File: config.mk
export PLATFORM = sky130hd
export DESIGN_NAME = wave_player
export DESIGN_NICKNAME = d
export VERILOG_FILES = /design/src/inc/awp_pkg.sv /design/src/phase_slewer.sv /design/src/wave_player.sv
export SDC_FILE = /design/constraint.sdc
export NUM_CORES = 1
export LEC_CHECK = 0
export BUFFER_PORTS_ARGS = -buffer_cell sky130_fd_sc_hd__buf_2
export CORE_UTILIZATION = 59
export CTS_BUF_LIST = sky130_fd_sc_hd__clkbuf_2
export DETAILED_ROUTE_END_ITERATION = 6
export GPL_TIMING_DRIVEN = 0
export PLACE_DENSITY = 0.8
export SLEW_MARGIN = 20
export SYNTH_ARGS = -nofsm -noshare
export SYNTH_HDL_FRONTEND = slang
export SYNTH_SLANG_ARGS = --single-unit
export TNS_END_PERCENT = 20
File: constraint.sdc
create_clock -name pclk -period 6.6 [get_ports pclk]
set_input_delay 0.66 -clock pclk [delete_from_list [all_inputs] [get_ports pclk]]
set_output_delay 0.66 -clock pclk [all_outputs]
set_load 0.02 [all_outputs]
File: src/inc/awp_pkg.sv
// Shared constants and types for the arbitrary waveform player channel.
// Assumes a 20 MHz register clock and a waveform pool outside this block.
package awp_pkg;

  // Register byte offsets on the APB slave.
  localparam logic [7:0] OFS_CTRL       = 8'h00;  // Pattern, origins, repeat, software trigger.
  localparam logic [7:0] OFS_TICK_RATE  = 8'h04;  // Own tick rate in Hz.
  localparam logic [7:0] OFS_GAIN       = 8'h08;  // Output gain, unsigned 16 bit.
  localparam logic [7:0] OFS_BASE_PHASE = 8'h0C;  // Static base phase, 65536 codes per 720 degCA.
  localparam logic [7:0] OFS_RUN_PHASE  = 8'h10;  // Runtime phase offset, signed 16 bit.
  localparam logic [7:0] OFS_SLEW       = 8'h14;  // Phase slew rate in degCA per second.
  localparam logic [7:0] OFS_STATUS     = 8'h18;  // Read-only playback status.
  localparam logic [7:0] OFS_SAMPLE     = 8'h1C;  // Read-only current address and output.

  // Field positions inside the control register.
  localparam int CTRL_PAT_LSB     = 0;   // Four bits of pattern selection.
  localparam int CTRL_ORIGIN_BIT  = 4;   // Tick origin select.
  localparam int CTRL_REPEAT_BIT  = 5;   // Playback repeat select.
  localparam int CTRL_START_LSB   = 8;   // Three bits of start origin.
  localparam int CTRL_SWTRIG_BIT  = 12;  // Software trigger level.

  // Values after reset.
  localparam logic [3:0]  RST_PATTERN      = 4'h0;
  localparam logic [2:0]  RST_START_ORIGIN = 3'h6;
  localparam logic [15:0] RST_GAIN         = 16'h0000;
  localparam logic [19:0] RST_TICK_RATE    = 20'h0_0000;
  localparam logic [9:0]  RST_SLEW         = 10'h000;

  // Encodings and limits.
  localparam logic [3:0]  PATTERN_MAX   = 4'hB;        // Twelve stored waveforms.
  localparam logic [2:0]  START_SW      = 3'h6;        // Software start origin.
  localparam logic [4:0]  SIZE_LOG2_MIN = 5'h04;       // 16 points.
  localparam logic [4:0]  SIZE_LOG2_MAX = 5'h10;       // 65536 points.
  localparam logic [15:0] GAIN_FULL     = 16'hFFFF;    // Gain of exactly one.
  localparam logic signed [15:0] SAMPLE_ONE = 16'sh4000; // +1.0 in two integer bits.

  // Clock and rate figures.
  localparam logic [24:0] CLK_HZ        = 25'h131_2D00; // 20 MHz register clock.
  localparam logic [19:0] LOCAL_MAX_HZ  = 20'hF_4240;   // 1 MHz ceiling of the own tick.
  localparam logic [9:0]  SLEW_MAX      = 10'h3E8;      // 1000 degCA per second.
  localparam int          HALF_TURN_DEG = 360;          // Half of the phase span in degCA.
  localparam int          HALF_TURN_LSB = 32768;        // Codes per 360 degCA.
  // One phase code per this many rate units accumulated each clock.
  localparam logic [33:0] SLEW_THRESH   = 34'(64'(HALF_TURN_DEG) * 64'(CLK_HZ));

  // Local playback states, Gray coded along idle to run.
  typedef enum logic [1:0] {
    PB_IDLE = 2'b00,
    PB_RUN  = 2'b01
  } pb_state_t;

endpackage

File: src/phase_slewer.sv
// Moves the actual phase one code at a time toward the runtime target.
// Assumes target and rate come from registers on the same clock.
`timescale 1ns/1ps
module phase_slewer (
  input  wire logic               pclk,
  input  wire logic               presetn,
  input  wire logic               ce,
  input  wire logic signed [15:0] target,
  input  wire logic        [9:0]  rate,
  output logic signed      [15:0] actual
);
  import awp_pkg::*;

  // All state of the slewer in one record.
  typedef struct packed {
    logic        [33:0] acc;     // Accumulated rate times codes per half turn.
    logic signed [15:0] actual;  // Phase actually applied.
  } slew_state_t;

  slew_state_t q, d;
  logic [9:0]  rate_lim;         // Rate clamped to the ceiling.
  logic [33:0] acc_sum;          // Accumulator after this clock's increment.

  // Next state: build up credit at the programmed rate, spend it per code.
  always_comb begin
    d        = q;
    rate_lim = (rate > SLEW_MAX) ? SLEW_MAX : rate;
    acc_sum  = q.acc + (34'(rate_lim) << 15);
    if (q.actual == target) begin
      // Nothing to move, so no credit is kept for later.
      d.acc = 34'h0_0000_0000;
    end else begin
      // A zero rate never builds credit, so the phase stays where it is. RULE9
      d.acc = acc_sum;
      if (acc_sum >= SLEW_THRESH) begin
        d.acc = acc_sum - SLEW_THRESH;
        if (q.actual < target) begin
          d.actual = q.actual + 16'sh0001; // RULE9
        end else begin
          d.actual = q.actual - 16'sh0001; // RULE9
        end
      end
    end
  end

  // State register, frozen while the clock enable is low.
  always_ff @(posedge pclk or negedge presetn) begin
    if (!presetn) begin
      q <= '0;
    end else if (ce) begin
      q <= d;
    end
  end

  assign actual = q.actual;

endmodule // phase_slewer

File: src/wave_player.sv
// One channel of the arbitrary waveform player with its APB register file.
// Assumes a synchronous waveform pool answering pool_addr one clock later,
// and an engine-speed clock and trigger pins from outside the clock domain.
//
// Notes on behaviour
// RULE1: play the pattern selected, values 0 to 11
// RULE2: origin 0 engine clock, 1 own tick
// RULE3: own rate used locally, at most 1 MHz
// RULE4: gain 0 is zero, 65535 is one
// RULE5: output only samples within plus/minus one
// RULE6: effective phase is base plus runtime offset
// RULE7: host keeps base phase within 720 degCA
// RULE8: runtime offset signed, full range plus/minus 360
// RULE9: actual phase slews toward target at rate
// RULE10: host sets nonzero slew rate normally
// RULE11: repeat 0 endless, 1 single pass
// RULE12: effective phase sets local start point
// RULE13: always play the full stored point count
// RULE14: rising trigger starts local playback
// RULE15: every rising trigger restarts from start point
// RULE16: start origin 0-5 external, 6 software
// RULE17: external start needs nonzero own rate
// RULE18: engine clock advances on both edges
// RULE19: host stores power of two sizes 16-65536
// RULE20: local playback idle until first trigger
`timescale 1ns/1ps
module wave_player #(
  parameter int ADDR_W = 8  // APB address width.
) (
  input  wire logic               pclk,
  input  wire logic               presetn,
  input  wire logic               ce,
  input  wire logic               psel,
  input  wire logic               penable,
  input  wire logic               pwrite,
  input  wire logic [ADDR_W-1:0]  paddr,
  input  wire logic [31:0]        pwdata,
  output logic      [31:0]        prdata,
  output logic                    pready,
  output logic                    pslverr,
  input  wire logic               speed_clk,
  input  wire logic [5:0]         ext_trig,
  output logic      [3:0]         pool_sel,
  output logic      [15:0]        pool_addr,
  input  wire logic signed [15:0] pool_data,
  input  wire logic [4:0]         pool_size_log2,
  output logic signed [15:0]      wave_out,
  output logic                    out_range_err,
  output logic                    playing
);
  import awp_pkg::*;

  // Every flip-flop of the channel outside the slewer.
  typedef struct packed {
    logic [3:0]         pattern;     // Pattern selection.
    logic               origin;      // Tick origin select.
    logic               repeat_one;  // Playback repeat select.
    logic [2:0]         start_orig;  // Start origin.
    logic               sw_trig;     // Software trigger level.
    logic [19:0]        tick_rate;   // Own tick rate in Hz.
    logic [15:0]        gain;        // Output gain.
    logic [15:0]        base_phase;  // Base phase offset.
    logic [15:0]        run_phase;   // Runtime phase offset target.
    logic [9:0]         slew;        // Phase slew rate.
    logic               spd_s1;      // Engine clock, first synchroniser stage.
    logic               spd_s2;      // Engine clock, second stage.
    logic               spd_prev;    // Engine clock, previous synchronised level.
    logic [5:0]         trig_s1;     // Trigger pins, first stage.
    logic [5:0]         trig_s2;     // Trigger pins, second stage.
    logic               trig_prev;   // Selected trigger, previous level.
    pb_state_t          pb_state;    // Local playback state.
    logic [24:0]        nco;         // Own tick phase accumulator.
    logic [15:0]        index;       // Point index before the phase shift.
    logic [16:0]        count;       // Points played in this local pass.
    logic [3:0]         pool_sel;    // Registered pool selection.
    logic [15:0]        pool_addr;   // Registered pool address.
    logic signed [15:0] wave_out;    // Registered output sample.
    logic               range_err;   // Last sample lay outside plus/minus one.
    logic               playing;     // Output is live.
    logic               pready;      // APB ready.
    logic               pslverr;     // APB error.
    logic [31:0]        prdata;      // APB read data.
  } chan_state_t;

  chan_state_t q, d;

  logic signed [15:0] actual_phase;  // Slewed runtime offset.
  logic [15:0]        eff_phase;     // Base plus slewed offset.
  logic [4:0]         size_log2;     // Point count exponent, clamped.
  logic [15:0]        size_mask;     // Point count minus one.
  logic [15:0]        phase_pts;     // Effective phase in points.
  logic [19:0]        rate_lim;      // Own rate clamped to the ceiling.
  logic [24:0]        nco_sum;       // Accumulator after this clock.
  logic               local_tick;    // Own tick this clock.
  logic               speed_tick;    // Engine clock edge this clock.
  logic               trig_level;    // Selected trigger level.
  logic               trig_rise;     // Selected trigger rose.
  logic [32:0]        product;       // Sample times gain.
  logic signed [15:0] scaled;        // Sample after gain.
  logic               in_range;      // Sample within plus/minus one.
  logic               access;        // APB access phase.
  logic               mapped;        // Address hits a register.
  logic [7:0]         reg_ofs;       // Address bits that select a register.
  logic [31:0]        rd_word;       // Read data for the current address.

  // Runtime phase slews toward its target instead of jumping.
  phase_slewer u_slewer (
    .pclk    (pclk),
    .presetn (presetn),
    .ce      (ce),
    .target  (q.run_phase),
    .rate    (q.slew),
    .actual  (actual_phase)
  );

  // Next state of the whole channel.
  always_comb begin
    d = q;

    // Two-stage synchronisers for the pins; only the second stage is read.
    d.spd_s1   = speed_clk;
    d.spd_s2   = q.spd_s1;
    d.spd_prev = q.spd_s2;
    d.trig_s1  = ext_trig;
    d.trig_s2  = q.trig_s1;

    // Either edge of the engine clock moves one point. RULE18
    speed_tick = q.spd_s2 ^ q.spd_prev;

    // Offset codes wrap modulo 65536, one turn of 720 degCA. RULE6 RULE8
    eff_phase = q.base_phase + actual_phase;

    // Exponent kept in the legal range so the mask is always sane.
    if (pool_size_log2 < SIZE_LOG2_MIN) begin
      size_log2 = SIZE_LOG2_MIN;
    end else if (pool_size_log2 > SIZE_LOG2_MAX) begin
      size_log2 = SIZE_LOG2_MAX;
    end else begin
      size_log2 = pool_size_log2;
    end
    size_mask = 16'((17'h1_0000 >> (5'h10 - size_log2)) - 17'h0_0001);
    phase_pts = eff_phase >> (5'h10 - size_log2);

    // Own tick generator, rate clamped to 1 MHz. RULE3
    rate_lim   = (q.tick_rate > LOCAL_MAX_HZ) ? LOCAL_MAX_HZ : q.tick_rate;
    nco_sum    = q.nco + 25'(rate_lim);
    local_tick = 1'b0;
    if (q.origin && q.pb_state == PB_RUN) begin
      // The rate only counts while the own tick is selected. RULE3
      d.nco = nco_sum;
      if (nco_sum >= CLK_HZ) begin
        d.nco      = nco_sum - CLK_HZ;
        local_tick = 1'b1;
      end
    end

    // Start origin chooses a pin or the software bit. RULE16
    if (q.start_orig == START_SW) begin
      trig_level = q.sw_trig;
    end else if (q.start_orig < START_SW) begin
      trig_level = q.trig_s2[q.start_orig];
    end else begin
      trig_level = 1'b0;
    end
    trig_rise   = trig_level && !q.trig_prev;
    d.trig_prev = trig_level;

    // Playback sequencing.
    if (!q.origin) begin
      // Engine clock drives the index freely. RULE2
      if (speed_tick) begin
        d.index = (q.index + 16'h0001) & size_mask;
      end
    end else begin
      unique case (q.pb_state)
        PB_IDLE: begin
          // Held until a trigger edge arrives. RULE20 RULE14
          if (trig_rise) begin
            d.pb_state = PB_RUN;
            d.index    = 16'h0000;
            d.count    = 17'h0_0000;
            d.nco      = 25'h000_0000;
          end
        end
        PB_RUN: begin
          if (trig_rise) begin
            // Any rising edge restarts, finished pass or not. RULE15
            d.index = 16'h0000;
            d.count = 17'h0_0000;
            d.nco   = 25'h000_0000;
          end else if (local_tick) begin
            // A pass is the full stored point count. RULE13 RULE11
            if (q.repeat_one && q.count == {1'b0, size_mask}) begin
              d.pb_state = PB_IDLE;
            end else begin
              d.index = (q.index + 16'h0001) & size_mask;
              d.count = (q.count == {1'b0, size_mask}) ? 17'h0_0000
                                                        : q.count + 17'h0_0001;
            end
          end
        end
      endcase
    end

    // The phase shifts the start point in both modes. RULE12
    d.pool_addr = (q.index + phase_pts) & size_mask;
    // Only codes 0 to 11 reach the pool. RULE1
    d.pool_sel  = (q.pattern > PATTERN_MAX) ? PATTERN_MAX : q.pattern;
    d.playing   = !q.origin || (q.pb_state == PB_RUN);

    // Gain as a fraction of 65536, with full code 65535 passing exactly. RULE4
    product = 33'($signed(pool_data) * $signed({1'b0, q.gain}));
    scaled  = (q.gain == GAIN_FULL) ? pool_data : product[31:16];
    // Samples beyond plus/minus one give no output. RULE5
    in_range    = (pool_data <= SAMPLE_ONE) && (pool_data >= -SAMPLE_ONE);
    d.range_err = q.playing && !in_range;
    d.wave_out  = (q.playing && in_range) ? scaled : 16'sh0000;

    // APB slave: ready comes from a flip-flop set in the setup cycle.
    reg_ofs = 8'(paddr);
    access  = psel && penable && q.pready;
    unique case (reg_ofs)
      OFS_CTRL, OFS_TICK_RATE, OFS_GAIN, OFS_BASE_PHASE,
      OFS_RUN_PHASE, OFS_SLEW, OFS_STATUS, OFS_SAMPLE: mapped = 1'b1;
      default:                                          mapped = 1'b0;
    endcase
    if (ADDR_W > 8 && (paddr >> 8) != '0) begin
      mapped = 1'b0;
    end
    unique case (reg_ofs)
      OFS_CTRL:       rd_word = {19'h0_0000, q.sw_trig, 1'b0, q.start_orig,
                                 2'h0, q.repeat_one, q.origin, q.pattern};
      OFS_TICK_RATE:  rd_word = {12'h000, q.tick_rate};
      OFS_GAIN:       rd_word = {16'h0000, q.gain};
      OFS_BASE_PHASE: rd_word = {16'h0000, q.base_phase};
      OFS_RUN_PHASE:  rd_word = {16'h0000, q.run_phase};
      OFS_SLEW:       rd_word = {22'h00_0000, q.slew};
      OFS_STATUS:     rd_word = {actual_phase, 13'h0000, q.range_err,
                                 q.pb_state == PB_RUN, q.playing};
      OFS_SAMPLE:     rd_word = {q.pool_addr, q.wave_out};
      default:        rd_word = 32'h0000_0000;
    endcase

    // Answer in the first cycle of the access phase, then drop.
    d.pready  = psel && !penable;
    d.pslverr = psel && !penable && !mapped;
    if (psel && !penable) begin
      d.prdata = mapped && !pwrite ? rd_word : 32'h0000_0000;
    end

    // Register writes take effect at the end of the access phase.
    if (access && pwrite && mapped) begin
      unique case (reg_ofs)
        OFS_CTRL: begin
          d.pattern    = pwdata[CTRL_PAT_LSB +: 4];
          d.origin     = pwdata[CTRL_ORIGIN_BIT];
          d.repeat_one = pwdata[CTRL_REPEAT_BIT];
          d.start_orig = pwdata[CTRL_START_LSB +: 3];
          d.sw_trig    = pwdata[CTRL_SWTRIG_BIT];
        end
        OFS_TICK_RATE:  d.tick_rate  = pwdata[19:0];
        OFS_GAIN:       d.gain       = pwdata[15:0];
        OFS_BASE_PHASE: d.base_phase = pwdata[15:0];
        OFS_RUN_PHASE:  d.run_phase  = pwdata[15:0];
        OFS_SLEW:       d.slew       = pwdata[9:0];
        default:        d.slew       = q.slew;
      endcase
    end
  end

  // Channel state register, frozen while the clock enable is low.
  always_ff @(posedge pclk or negedge presetn) begin
    if (!presetn) begin
      q            <= '0;
      q.pattern    <= RST_PATTERN;
      q.start_orig <= RST_START_ORIGIN;
      q.gain       <= RST_GAIN;
      q.tick_rate  <= RST_TICK_RATE;
      q.slew       <= RST_SLEW;
      q.pb_state   <= PB_IDLE;
    end else if (ce) begin
      q <= d;
    end
  end

  // Outputs straight from the state register.
  assign prdata        = q.prdata;
  assign pready        = q.pready;
  assign pslverr       = q.pslverr;
  assign pool_sel      = q.pool_sel;
  assign pool_addr     = q.pool_addr;
  assign wave_out      = q.wave_out;
  assign out_range_err = q.range_err;
  assign playing       = q.playing;

endmodule // wave_player

# Yosys cells after proc, flatten, opt, wreduce, memory -nomap -nowiden
# Memory sizes are Yosys's and may differ from the RTL's.
# Index checks and enable logic that the tools add are counted.
word_totals:
  in_bits: 74
  latch_bits: 0
  rom_bits: 32
  out_inout_bits: 72
  word_cells: 152
  regBits: 286
  memories: 1
  mem_bits_rw: 0
classes:
  n_div: 0
  eq_ne: 21
  mux: 34
  order_cmp: 12
  mul: 1
  add_sub_neg: 12
  n_bitwise: 4
  reduce_logical: 35
  n_shift: 2
mem_list:
  columns: ["memory", "depth", "width", "rd", "rd_ports_with_merged_regs", "write_ports", "line", "source"]
  rows:
  - ["(name not given)", 32, 1, 1, 0, 0, "wave_player.sv:222", "unique case (reg_ofs)"]
ops:
  columns: ["op", "count"]
  rows:
  - ["32-bit case mux with 8 select lines", 1]
  - ["60-bit case mux with 2 select lines", 1]
  - ["25-bit two-way mux", 4]
  - ["33-bit two-way mux", 3]
  - ["16-bit two-way mux", 5]
  - ["60-bit two-way mux", 1]
  - ["50-bit two-way mux", 1]
  - ["34-bit by 25-bit adder with 34-bit output", 1]
  - ["34-bit by 33-bit >= comparator with 1-bit output, second input constant", 1]
  - ["34-bit two-way mux", 1]
  - ["34-bit by 33-bit subtractor with 34-bit output, second input constant", 1]
  - ["16-bit adder", 2]
  - ["16-bit bitwise AND", 2]
  - ["8-bit by 5-bit equality test with 1-bit output, second input constant", 4]
  - ["16-bit by 17-bit multiplier with 32-bit output", 1]
  - ["32-bit two-way mux", 1]
  - ["25-bit by 20-bit adder with 25-bit output", 1]
  - ["25-bit >= comparator, second input constant", 1]
  - ["25-bit subtractor, second input constant", 1]
  - ["3-bit AND reduction", 7]
  - ["20-bit > comparator, second input constant", 1]
  - ["20-bit two-way mux", 1]
  - ["17-bit by 1-bit adder with 17-bit output, second input constant", 1]
  - ["17-bit by 16-bit equality test with 1-bit output", 1]
  - ["45 further kinds", 77]

# Logic depth before layout (Yosys ltp)
# Gate-level depths: netlist of run 1.
logic_depth:
  ltp_word: 13
  depth_mapped: 28
  ltp_nobuf: 28

# By module
# Synthesis of run 1 repeated with hierarchy kept, for this count alone.
hier_totals:
  cells_unflattened: 3096
  area_unflattened_um2: 27923.0
by_module_without_submodules:
  columns: ["mod", "area_per_inst_um2", "n_inst", "cells_per_inst", "seq_area_each_um2"]
  rows:
  - ["wave_player", 23593.9, 1, 2572, 5883.1]
  - ["phase_slewer", 4329.2, 1, 524, 975.9]

# Worst setup path before layout of run 1
# Ideal clock, no wire load.
synth_path:
  kind: "input to register"
  startpoint: "in pool_data[6]"
  endpoint: "reg q (netlist bit wave_out[15])"
  path_buffers: 2
  setup_time_ns: 0.126
  setup_slack_ns: -0.277
  required_time_ns: 6.474
  cell_stages: 25
  t_arrival_ns: 6.751
  cell_sequence: "clkbuf_1 > clkbuf_1 > nand2_1 > fa_1 > inv_1 > fa_1 > inv_1 > fa_1 > inv_1 > fa_1 > inv_1 > fa_1 > fa_1 > inv_1 > ha_1 > o21ai_0 > a21oi_1 > nand2_1 > o31a_1 > o21ai_0 > a31oi_1 > o31ai_1 > a21oi_1 > xnor2_1 > a221o_1"
synth_via:
  elab_chain_cells: 4
  elab_cells_between_ends: 7
  classes_between: "1 x mul; 2 x order compare; 2 x mux; 2 x reduce/logical"
synth_lines:
  columns: ["item", "line", "source"]
  rows:
  - ["start: declaration", "wave_player.sv:45", "input wire logic signed [15:0] pool_data,"]
  - ["branches (longest 3 deep; another with 16-bit by 17-bit multiplier with 32-bit output)", null, null]
  - ["16-bit two-way mux (*)", "wave_player.sv:217", "d.wave_out = (q.playing && in_range) ? scaled : 16'sh0000;"]
  - ["end: declaration", "wave_player.sv:85", "chan_state_t q, d;"]
# Every way passes the cells marked *.
# A chain may end at the register's enable or synchronous reset.

# Final worst setup path of run 1
layout_path:
  startpoint: "reg q[199] (netlist name)"
  endpoint: "reg q (netlist bit wave_out[9])"
layout_via:
  elab_chain_cells: 3
  elab_cells_between_ends: 4
  classes_between: "1 x mul; 1 x eq/ne; 2 x mux"
layout_lines:
  columns: ["item", "line", "source"]
  rows:
  - ["16-bit by 17-bit multiplier with 32-bit output / 16-bit equality test (equally long branches)", "wave_player.sv:212, wave_player.sv:213", null]
  - ["16-bit two-way mux (*)", "wave_player.sv:213", "scaled = (q.gain == GAIN_FULL) ? pool_data : product[31:16];"]
  - ["16-bit two-way mux (*)", "wave_player.sv:217", null]
# Every way passes the cells marked *; elsewhere a longest branch is shown, timed or not.

==> results.tsv, run 1 <==
metric	value	unit
Synth Cell Area	27420	µm²
Synth Area in Simple Gates	16.24	%
Worst-Margin Slew	1117	ps
share of cells above drive strength 1	17.72	%
GRT Resource Usage Total	37.98	%
CP Cell Sequence	clkbuf_16 -> buf_6 -> nand2_1 -> fa_1 -> fa_1 -> inv_1 -> fa_1 -> inv_1 -> fa_1 -> inv_1 -> fa_1 -> fa_1 -> ha_4 -> o21ai_0 -> a21oi_1 -> nand2_1 -> o31a_1 -> o211ai_1 -> a31oi_2 -> o21bai_2 -> a21oi_2 -> xnor2_2 -> a221o_1	
Area Overhead vs Synth	11.09	%
CP required	7540	ps
Peak Freq	153.2	MHz
FF-to-FF End	wave_out[9]	
FILL cells	3736	
hold depth	3	
largest delay contributor family on the critical path	adder cells	
vias in the first global route	25170	
DR WL/cell	22.78	µm
Ports	146	
DRT Pass-1 Iters	7	
clock sink count	274	
die width	217.6	µm
library cells used by synthesis	94	
Row Count	78	
Hold EP	wave_out[1]	
CP Capture Type	register	
HP Class	in -> reg	
utilization after layout	66.83	%
final period utilization	98.93	%
Max Cap Viol	0	
RD Place Congestion	1.019	
proportion of synthesized area in mux cells	5.613	%
drc violations	0	
Vias	24800	
syn_area_per_cell	8.995	µm²
Worst-path clk slew	120	ps
crit path kind	reg -> reg	
worst r2r path cells	23	
Chip Height	217.6	µm
Rel. slew slack	24.96	%
RSZ-0062 raised after global routing	true	
peak supply drop	0.0001930	V
Synth Instances	3048	
Arr. time, crit path	7470	ps
Synth Warn #	0	
Async SR Flop Fraction	100.0	%
worst path bufs/invs	5	
final std cells w/o fill	3946	
Hold Worst Slack	31.38	ps
TritonCTS clock tree	yes	
Synth Net Count	3535	
Clock Skews	109.9	ps
initial antenna violation count	5	
P_leak	15.05	nW
Core Region	45580	µm²
Seq/Total Area, Yosys	25.02	%
Synth area leader	dfrtp_1	
R2R setup slack	70	ps
PortBufs	121	
placed insts	3773	
vias per cell	6.285	
largest stage delay on the critical path	550	ps
CP max FO	6	
multi-input combinational cell area	18470	µm²
largest family of logic cells by synthesized area	adder cells	
synth top area cells	dfrtp_1 25%, fa_1 14%, ha_1 9.8%	
die area	47330	µm²
clock latency on the worst-skew pair	1050	ps
starting density of the core	60.15	%
Slew Limit Fails	0	
Synth Register Bits	274	
number of buffers created by CTS	72	
GRT overflow	0	
adder-cell area share of the yosys netlist	24.27	%
1st-iter DRT viols	2477	
Final Hold Fails	0	
setup_tns	0	ps
Setup Viol. Count Final	0	
CP startpoint kind	register	
first-pass GRT wire length	138000	µm
Root Buffer	clkbuf_2	
Synth top area share	24.83	%
final worst slack	70.47	ps
largest net degree at the start of global routing	83	
Synth Area in Compound Gates	16.02	%
RR Startpoint	q[199]	
ys flop type	dfrtp_1	
nets	3783	
PwrDens	137.7	nW/µm²
XOR/XNOR share of the synthesized area	4.281	%
Reg area	6884	µm²
hold path start	pool_data[1]	
maximum clock path buffer count	3	
crit path time final	6530	ps
slowest cell on the critical path	fa_1	
status	completed	
DRT Wirelength	89870	µm
Top cell by count, worst path	fa_1	
remaining antenna violation count	0	
EDFF count, synth	0	
pre-CTS WS	-1217	ps
H-tree levels	3	
DP Wirelength	68330	µm
-- timing repair --
| action | in CTS | in global routing |
|---|---|---|
| hold buffers | 27 | 0 |
| pin swaps | 7 | 47 |
| endpoints found under the setup margin | 67 | 66 |
| gates resized for setup | 64 | 65 |
| hold endpoints to repair | 158 | 0 |
| setup buffers | 20 | 18 |
-- flip-flops by register name (all words and copies together), names as in the netlist, 4 cells and up --
register and count:
pool_sel 4, u_slewer.actual 16, d 8, pool_addr 16, wave_out 16, prdata 32
u_slewer.q 23, q 155
-- layer usage --
layer	track usage, %	vias to the layer above	wire (µm)
met5	0	-	13
met4	22.79	2	5500
met3	7.950	321	7704
met2	62.91	1233	42740
met1	45.47	12310	33920
li1	-	10940	-
-- through the flow --
step                power, mW  cell area [µm²]
floorplan               2.569            27440
global placement        2.899            28790
detailed placement      2.928            28900
CTS                     4.162            30090
global route            4.379            30450
finish                  4.194            30460
-- cells in the final DEF (no fill, tap or decap), types with 21 or more instances in the layout --
cell / Yosys / layout
a22o_1: 23 / 23
and3_1: 28 / 28
or3_1: 31 / 31
clkbuf_2: 0 / 110
o2bb2ai_1: 23 / 23
dfrtp_1: 272 / 254
xnor2_1: 91 / 90
a22oi_1: 41 / 41
nor3_1: 51 / 49
mux2i_1: 21 / 21
fa_1: 198 / 190
a21oi_1: 122 / 117
buf_2: 9 / 128
nand2b_1: 34 / 34
nor2_1: 141 / 141
nand4_1: 25 / 25
dlygate4sd3_1: 0 / 27
o21ai_0: 123 / 117
and2_1: 121 / 121
mux2_2: 113 / 113
xor2_1: 43 / 42
buf_4: 71 / 109
ha_1: 215 / 208
a21o_1: 37 / 37
inv_1: 323 / 318
nand3_1: 55 / 55
nand2_1: 343 / 342
clkbuf_1: 136 / 93
-- synth_stat cells (all sizes together) (43+ instances only) --
library cell  count
nand2           344
inv             324
dfrtp           272
ha              215
fa              198
nor2            143
clkbuf          136
o21ai           128
a21oi           123
and2            121
mux2            114
xnor2            91
buf              85
nand3            55
nor3             51
xor2             43
-- layout make-up --
class / instances / area share [%]
diodes: 5 / 0.04108
clock buffers: 98 / 1.610
flip-flops and latches: 274 / 22.60
clock inverters: 21 / 0.4930
well taps: 600 / 2.465
multi-input cells: 2229 / 60.65
inverters: 324 / 3.993
plain buffers: 205 / 3.977
repair buffers: 190 / 4.166
-- power breakdown --
part / internal (mW) / total [mW] / switching (mW) / leakage, nW
Clock: 0.479 / 1.24 / 0.762 / 0.471
Combinational: 0.427 / 1.05 / 0.618 / 11.0
Sequential: 1.77 / 1.91 / 0.134 / 3.59
-- worst reg2reg max path, delay by kind of cell (launching register included) --
family                   cells  cell delay (ps)
AND/OR/NAND/NOR              2              150
buffers and inverters        5              490
AO/OA/AOI/OAI                8             1760
adder cells (fa/ha/maj)      7             3390
XOR/XNOR                     1              170
flip-flops                   1              460
-- worst max-delay path by stage --
stage | cells past startpoint | start | slack [ps] | end
6_report | 23 | q[199] | 70 | wave_out[9]
5_1_grt | 28 | q[174] | -110 | pool_addr[14]
4_1_cts | 24 | q[191] | -20 | wave_out[9]
3_5_place_dp | 25 | q[200] | -1220 | wave_out[9]
3_3_place_gp | 25 | q[200] | -1020 | wave_out[9]
2_1_floorplan | 25 | pool_data[4] | -2 | wave_out[9]
-- kinds of logic (layout without fill, tap and decap cells) --
| kind of cell | after synthesis | in the layout |
|---|---|---|
| compound gates | 632 | 632 |
| simple gates | 913 | 913 |
| xor+xnor | 134 | 134 |
| mux | 137 | 137 |
| other cells | 0 | 5 |
| buf+inv | 545 | 838 |
| flops | 274 | 274 |
| fa+ha+maj | 413 | 413 |
Note: power is estimated with default switching activity, not from simulation.
==> inputs of run 2 (changes only) <==
--- a/config.mk
+++ b/config.mk
@@ -9,7 +9,6 @@
 export CORE_UTILIZATION = 59
 export CTS_BUF_LIST = sky130_fd_sc_hd__clkbuf_2
 export DETAILED_ROUTE_END_ITERATION = 6
-export GPL_TIMING_DRIVEN = 0
 export PLACE_DENSITY = 0.8
 export SLEW_MARGIN = 20
 export SYNTH_ARGS = -nofsm -noshare
==> run 2 against run 1 <==
Clock skew fell by 17 ps. Core utilization fell by 1.6 points. Non-clock buffer count fell by 119. Sequential cell count did not move. Die area did not move. Hold slack improved by 38 ps. Via count fell by 3.8%. Cell count fell by 2.9%. Largest cell class unchanged. Worst setup slack improved by 54 ps.
==> results.tsv, run 2 (same netlist as run 1, synthesis figures left out) <==
metric	value	unit	change
worst r2r path cells	22		was 23
pre-CTS WS	-229.7	ps	was -1217 ps
CP required	7490	ps	was 7540 ps
RR Startpoint	q[192]		was q[199]
final std cells w/o fill	3833		was 3946
R2R setup slack	120	ps	was 70 ps
utilization after layout	65.22	%	was 66.83%
TritonCTS clock tree	yes		unchanged
HP Class	in -> reg		unchanged
FF-to-FF End	wave_out[15]		was wave_out[9]
Top cell by count, worst path	fa_1		unchanged
CP Cell Sequence	buf_4 -> nand2b_1 -> fa_1 -> inv_1 -> fa_1 -> inv_1 -> fa_1 -> inv_1 -> fa_1 -> inv_1 -> fa_1 -> inv_1 -> fa_1 -> ha_1 -> nand2_1 -> o31a_1 -> o21ai_2 -> a31oi_2 -> o31ai_2 -> a21oi_1 -> xnor2_1 -> a221o_1		was clkbuf_16 -> buf_6 -> nand2_1 -> fa_1 -> fa_1 -> inv_1 -> fa_1 -> inv_1 -> fa_1 -> inv_1 -> fa_1 -> fa_1 -> ha_4 -> o21ai_0 -> a21oi_1 -> nand2_1 -> o31a_1 -> o211ai_1 -> a31oi_2 -> o21bai_2 -> a21oi_2 -> xnor2_2 -> a221o_1
Slew Limit Fails	0		unchanged
vias in the first global route	24280		was 25170
1st-iter DRT viols	2156		was 2477
Clock Skews	93.00	ps	was 109.9 ps
Row Count	78		unchanged
RD Place Congestion	1.005		was 1.019
Worst-path clk slew	110	ps	was 120 ps
Arr. time, crit path	7360	ps	was 7470 ps
Vias	23850		was 24800
Ports	146		unchanged
slowest cell on the critical path	fa_1		unchanged
largest stage delay on the critical path	560	ps	was 550 ps
final period utilization	98.11	%	was 98.93%
CP Capture Type	register		unchanged
Chip Height	217.6	µm	unchanged
Root Buffer	clkbuf_2		unchanged
peak supply drop	0.0001657	V	was 0.0001930 V
max reg flops	155		unchanged
most common cell after layout, fill and taps aside	nand2_1		unchanged
Setup Viol. Count Final	0		unchanged
RSZ-0062 raised after global routing	true		unchanged
most frequent cells in the layout	343 x nand2_1, 323 x inv_1, 263 x dfrtp_1		was 342 x nand2_1, 318 x inv_1, 254 x dfrtp_1
placed insts	3661		was 3773
hold path start	pwdata[4]		was pool_data[1]
Core Region	45580	µm²	unchanged
drc violations	0		unchanged
initial antenna violation count	5		unchanged
Area Overhead vs Synth	8.415	%	was 11.09%
crit path time final	6475	ps	was 6530 ps
remaining antenna violation count	0		unchanged
first-pass GRT wire length	128600	µm	was 138000 µm
share of cells above drive strength 1	16.89	%	was 17.72%
Largest Register	q		unchanged
Final Hold Fails	0		unchanged
FILL cells	3756		was 3736
clock sink count	274		unchanged
Worst-Margin Slew	1174	ps	was 1117 ps
die width	217.6	µm	unchanged
GRT overflow	0		unchanged
nets	3665		was 3783
Reg area	6870	µm²	was 6884 µm²
DR WL/cell	20.92	µm	was 22.78 µm
worst path bufs/invs	6		was 5
multi-input combinational cell area	18350	µm²	was 18470 µm²
P_leak	14.81	nW	was 15.05 nW
number of buffers created by CTS	73		was 72
final worst slack	124.5	ps	was 70.47 ps
clock latency on the worst-skew pair	1040	ps	was 1050 ps
vias per cell	6.223		was 6.285
Peak Freq	154.4	MHz	was 153.2 MHz
H-tree levels	3		unchanged
GRT Resource Usage Total	34.42	%	was 37.98%
DRT Wirelength	80200	µm	was 89870 µm
die area	47330	µm²	unchanged
Hold EP	q[178]		was wave_out[1]
CP max FO	5		was 6
Max Cap Viol	0		unchanged
CP startpoint kind	register		unchanged
PortBufs	133		was 121
PwrDens	139.8	nW/µm²	was 137.7 nW/µm²
maximum clock path buffer count	3		unchanged
Layout Cell Area excl Fill	29720	µm²	was 30460 µm²
hold depth	2		was 3
largest delay contributor family on the critical path	adder cells		unchanged
Hold Worst Slack	68.96	ps	was 31.38 ps
starting density of the core	60.15	%	unchanged
status	completed		unchanged
crit path kind	reg -> reg		unchanged
DRT Pass-1 Iters	6		was 7
Rel. slew slack	21.41	%	was 24.96%
Area after DPL	28530	µm²	was 28900 µm²
DP Wirelength	60840	µm	was 68330 µm
largest net degree at the start of global routing	172		was 83
run 2: what timing repair did:
item                                    CTS  global route
resized for setup                         7            29
pin swaps                                 0            16
hold buffers                             27             0
endpoints found under the setup margin   46            59
buffers inserted                          0            15
endpoints found under the hold margin   177             0
run 2: worst reg2reg max path: cells and delay by family (launching register included):
kind            cells  cell delay (ps)
compound gates      6             1430
simple gates        2              220
xor+xnor            1              130
fa+ha+maj           7             3550
flops               1              500
buf+inv             6              480
run 2: layout make-up:
cell class              instances  share of cell area [%]
diodes                          6                 0.05051
clock buffers                 103                   1.734
clock inverters                21                  0.5346
inverters                     324                   4.092
multi-input cells            2229                   61.74
flip-flops and latches        274                   23.11
well taps                     600                   2.526
repair buffers                276                   6.209
run 2: worst max-delay path by stage:
stage            startpoint            end  depth (start not counted)
2_1_floorplan  pool_data[4]    wave_out[9]                         25
3_3_place_gp   pool_data[6]    wave_out[9]                         24
3_5_place_dp         q[218]          q[91]                         23
4_1_cts              q[198]   wave_out[15]                         22
5_1_grt              q[174]  pool_addr[14]                         29
6_report             q[192]   wave_out[15]                         22
run 2: power by group:
part	switching (mW)	internal [mW]	total [mW]
registers	0.138	1.77	1.91
logic	0.570	0.377	0.947
clock network	0.795	0.503	1.30
run 2: metrics by stage:
stage,power (mW),TNS (ps)
global route,4.351,-463.7
finish,4.156,0
detailed placement,2.845,-4915
CTS,4.145,0
floorplan,2.569,-2.153
global placement,2.819,-237.5
run 2: metal layers:
| metal | part of all wire [%] | up-vias | wire (µm) | global-route usage (%) |
|---|---|---|---|---|
| li1 | - | 10710 | - | - |
| met1 | 39 | 11790 | 31220 | 42.60 |
| met2 | 49 | 1112 | 38950 | 58.15 |
| met3 | 8.0 | 240 | 6376 | 6.109 |
| met4 | 4.5 | 0 | 3644 | 16.43 |
| met5 | 0 | - | 0 | 0 |
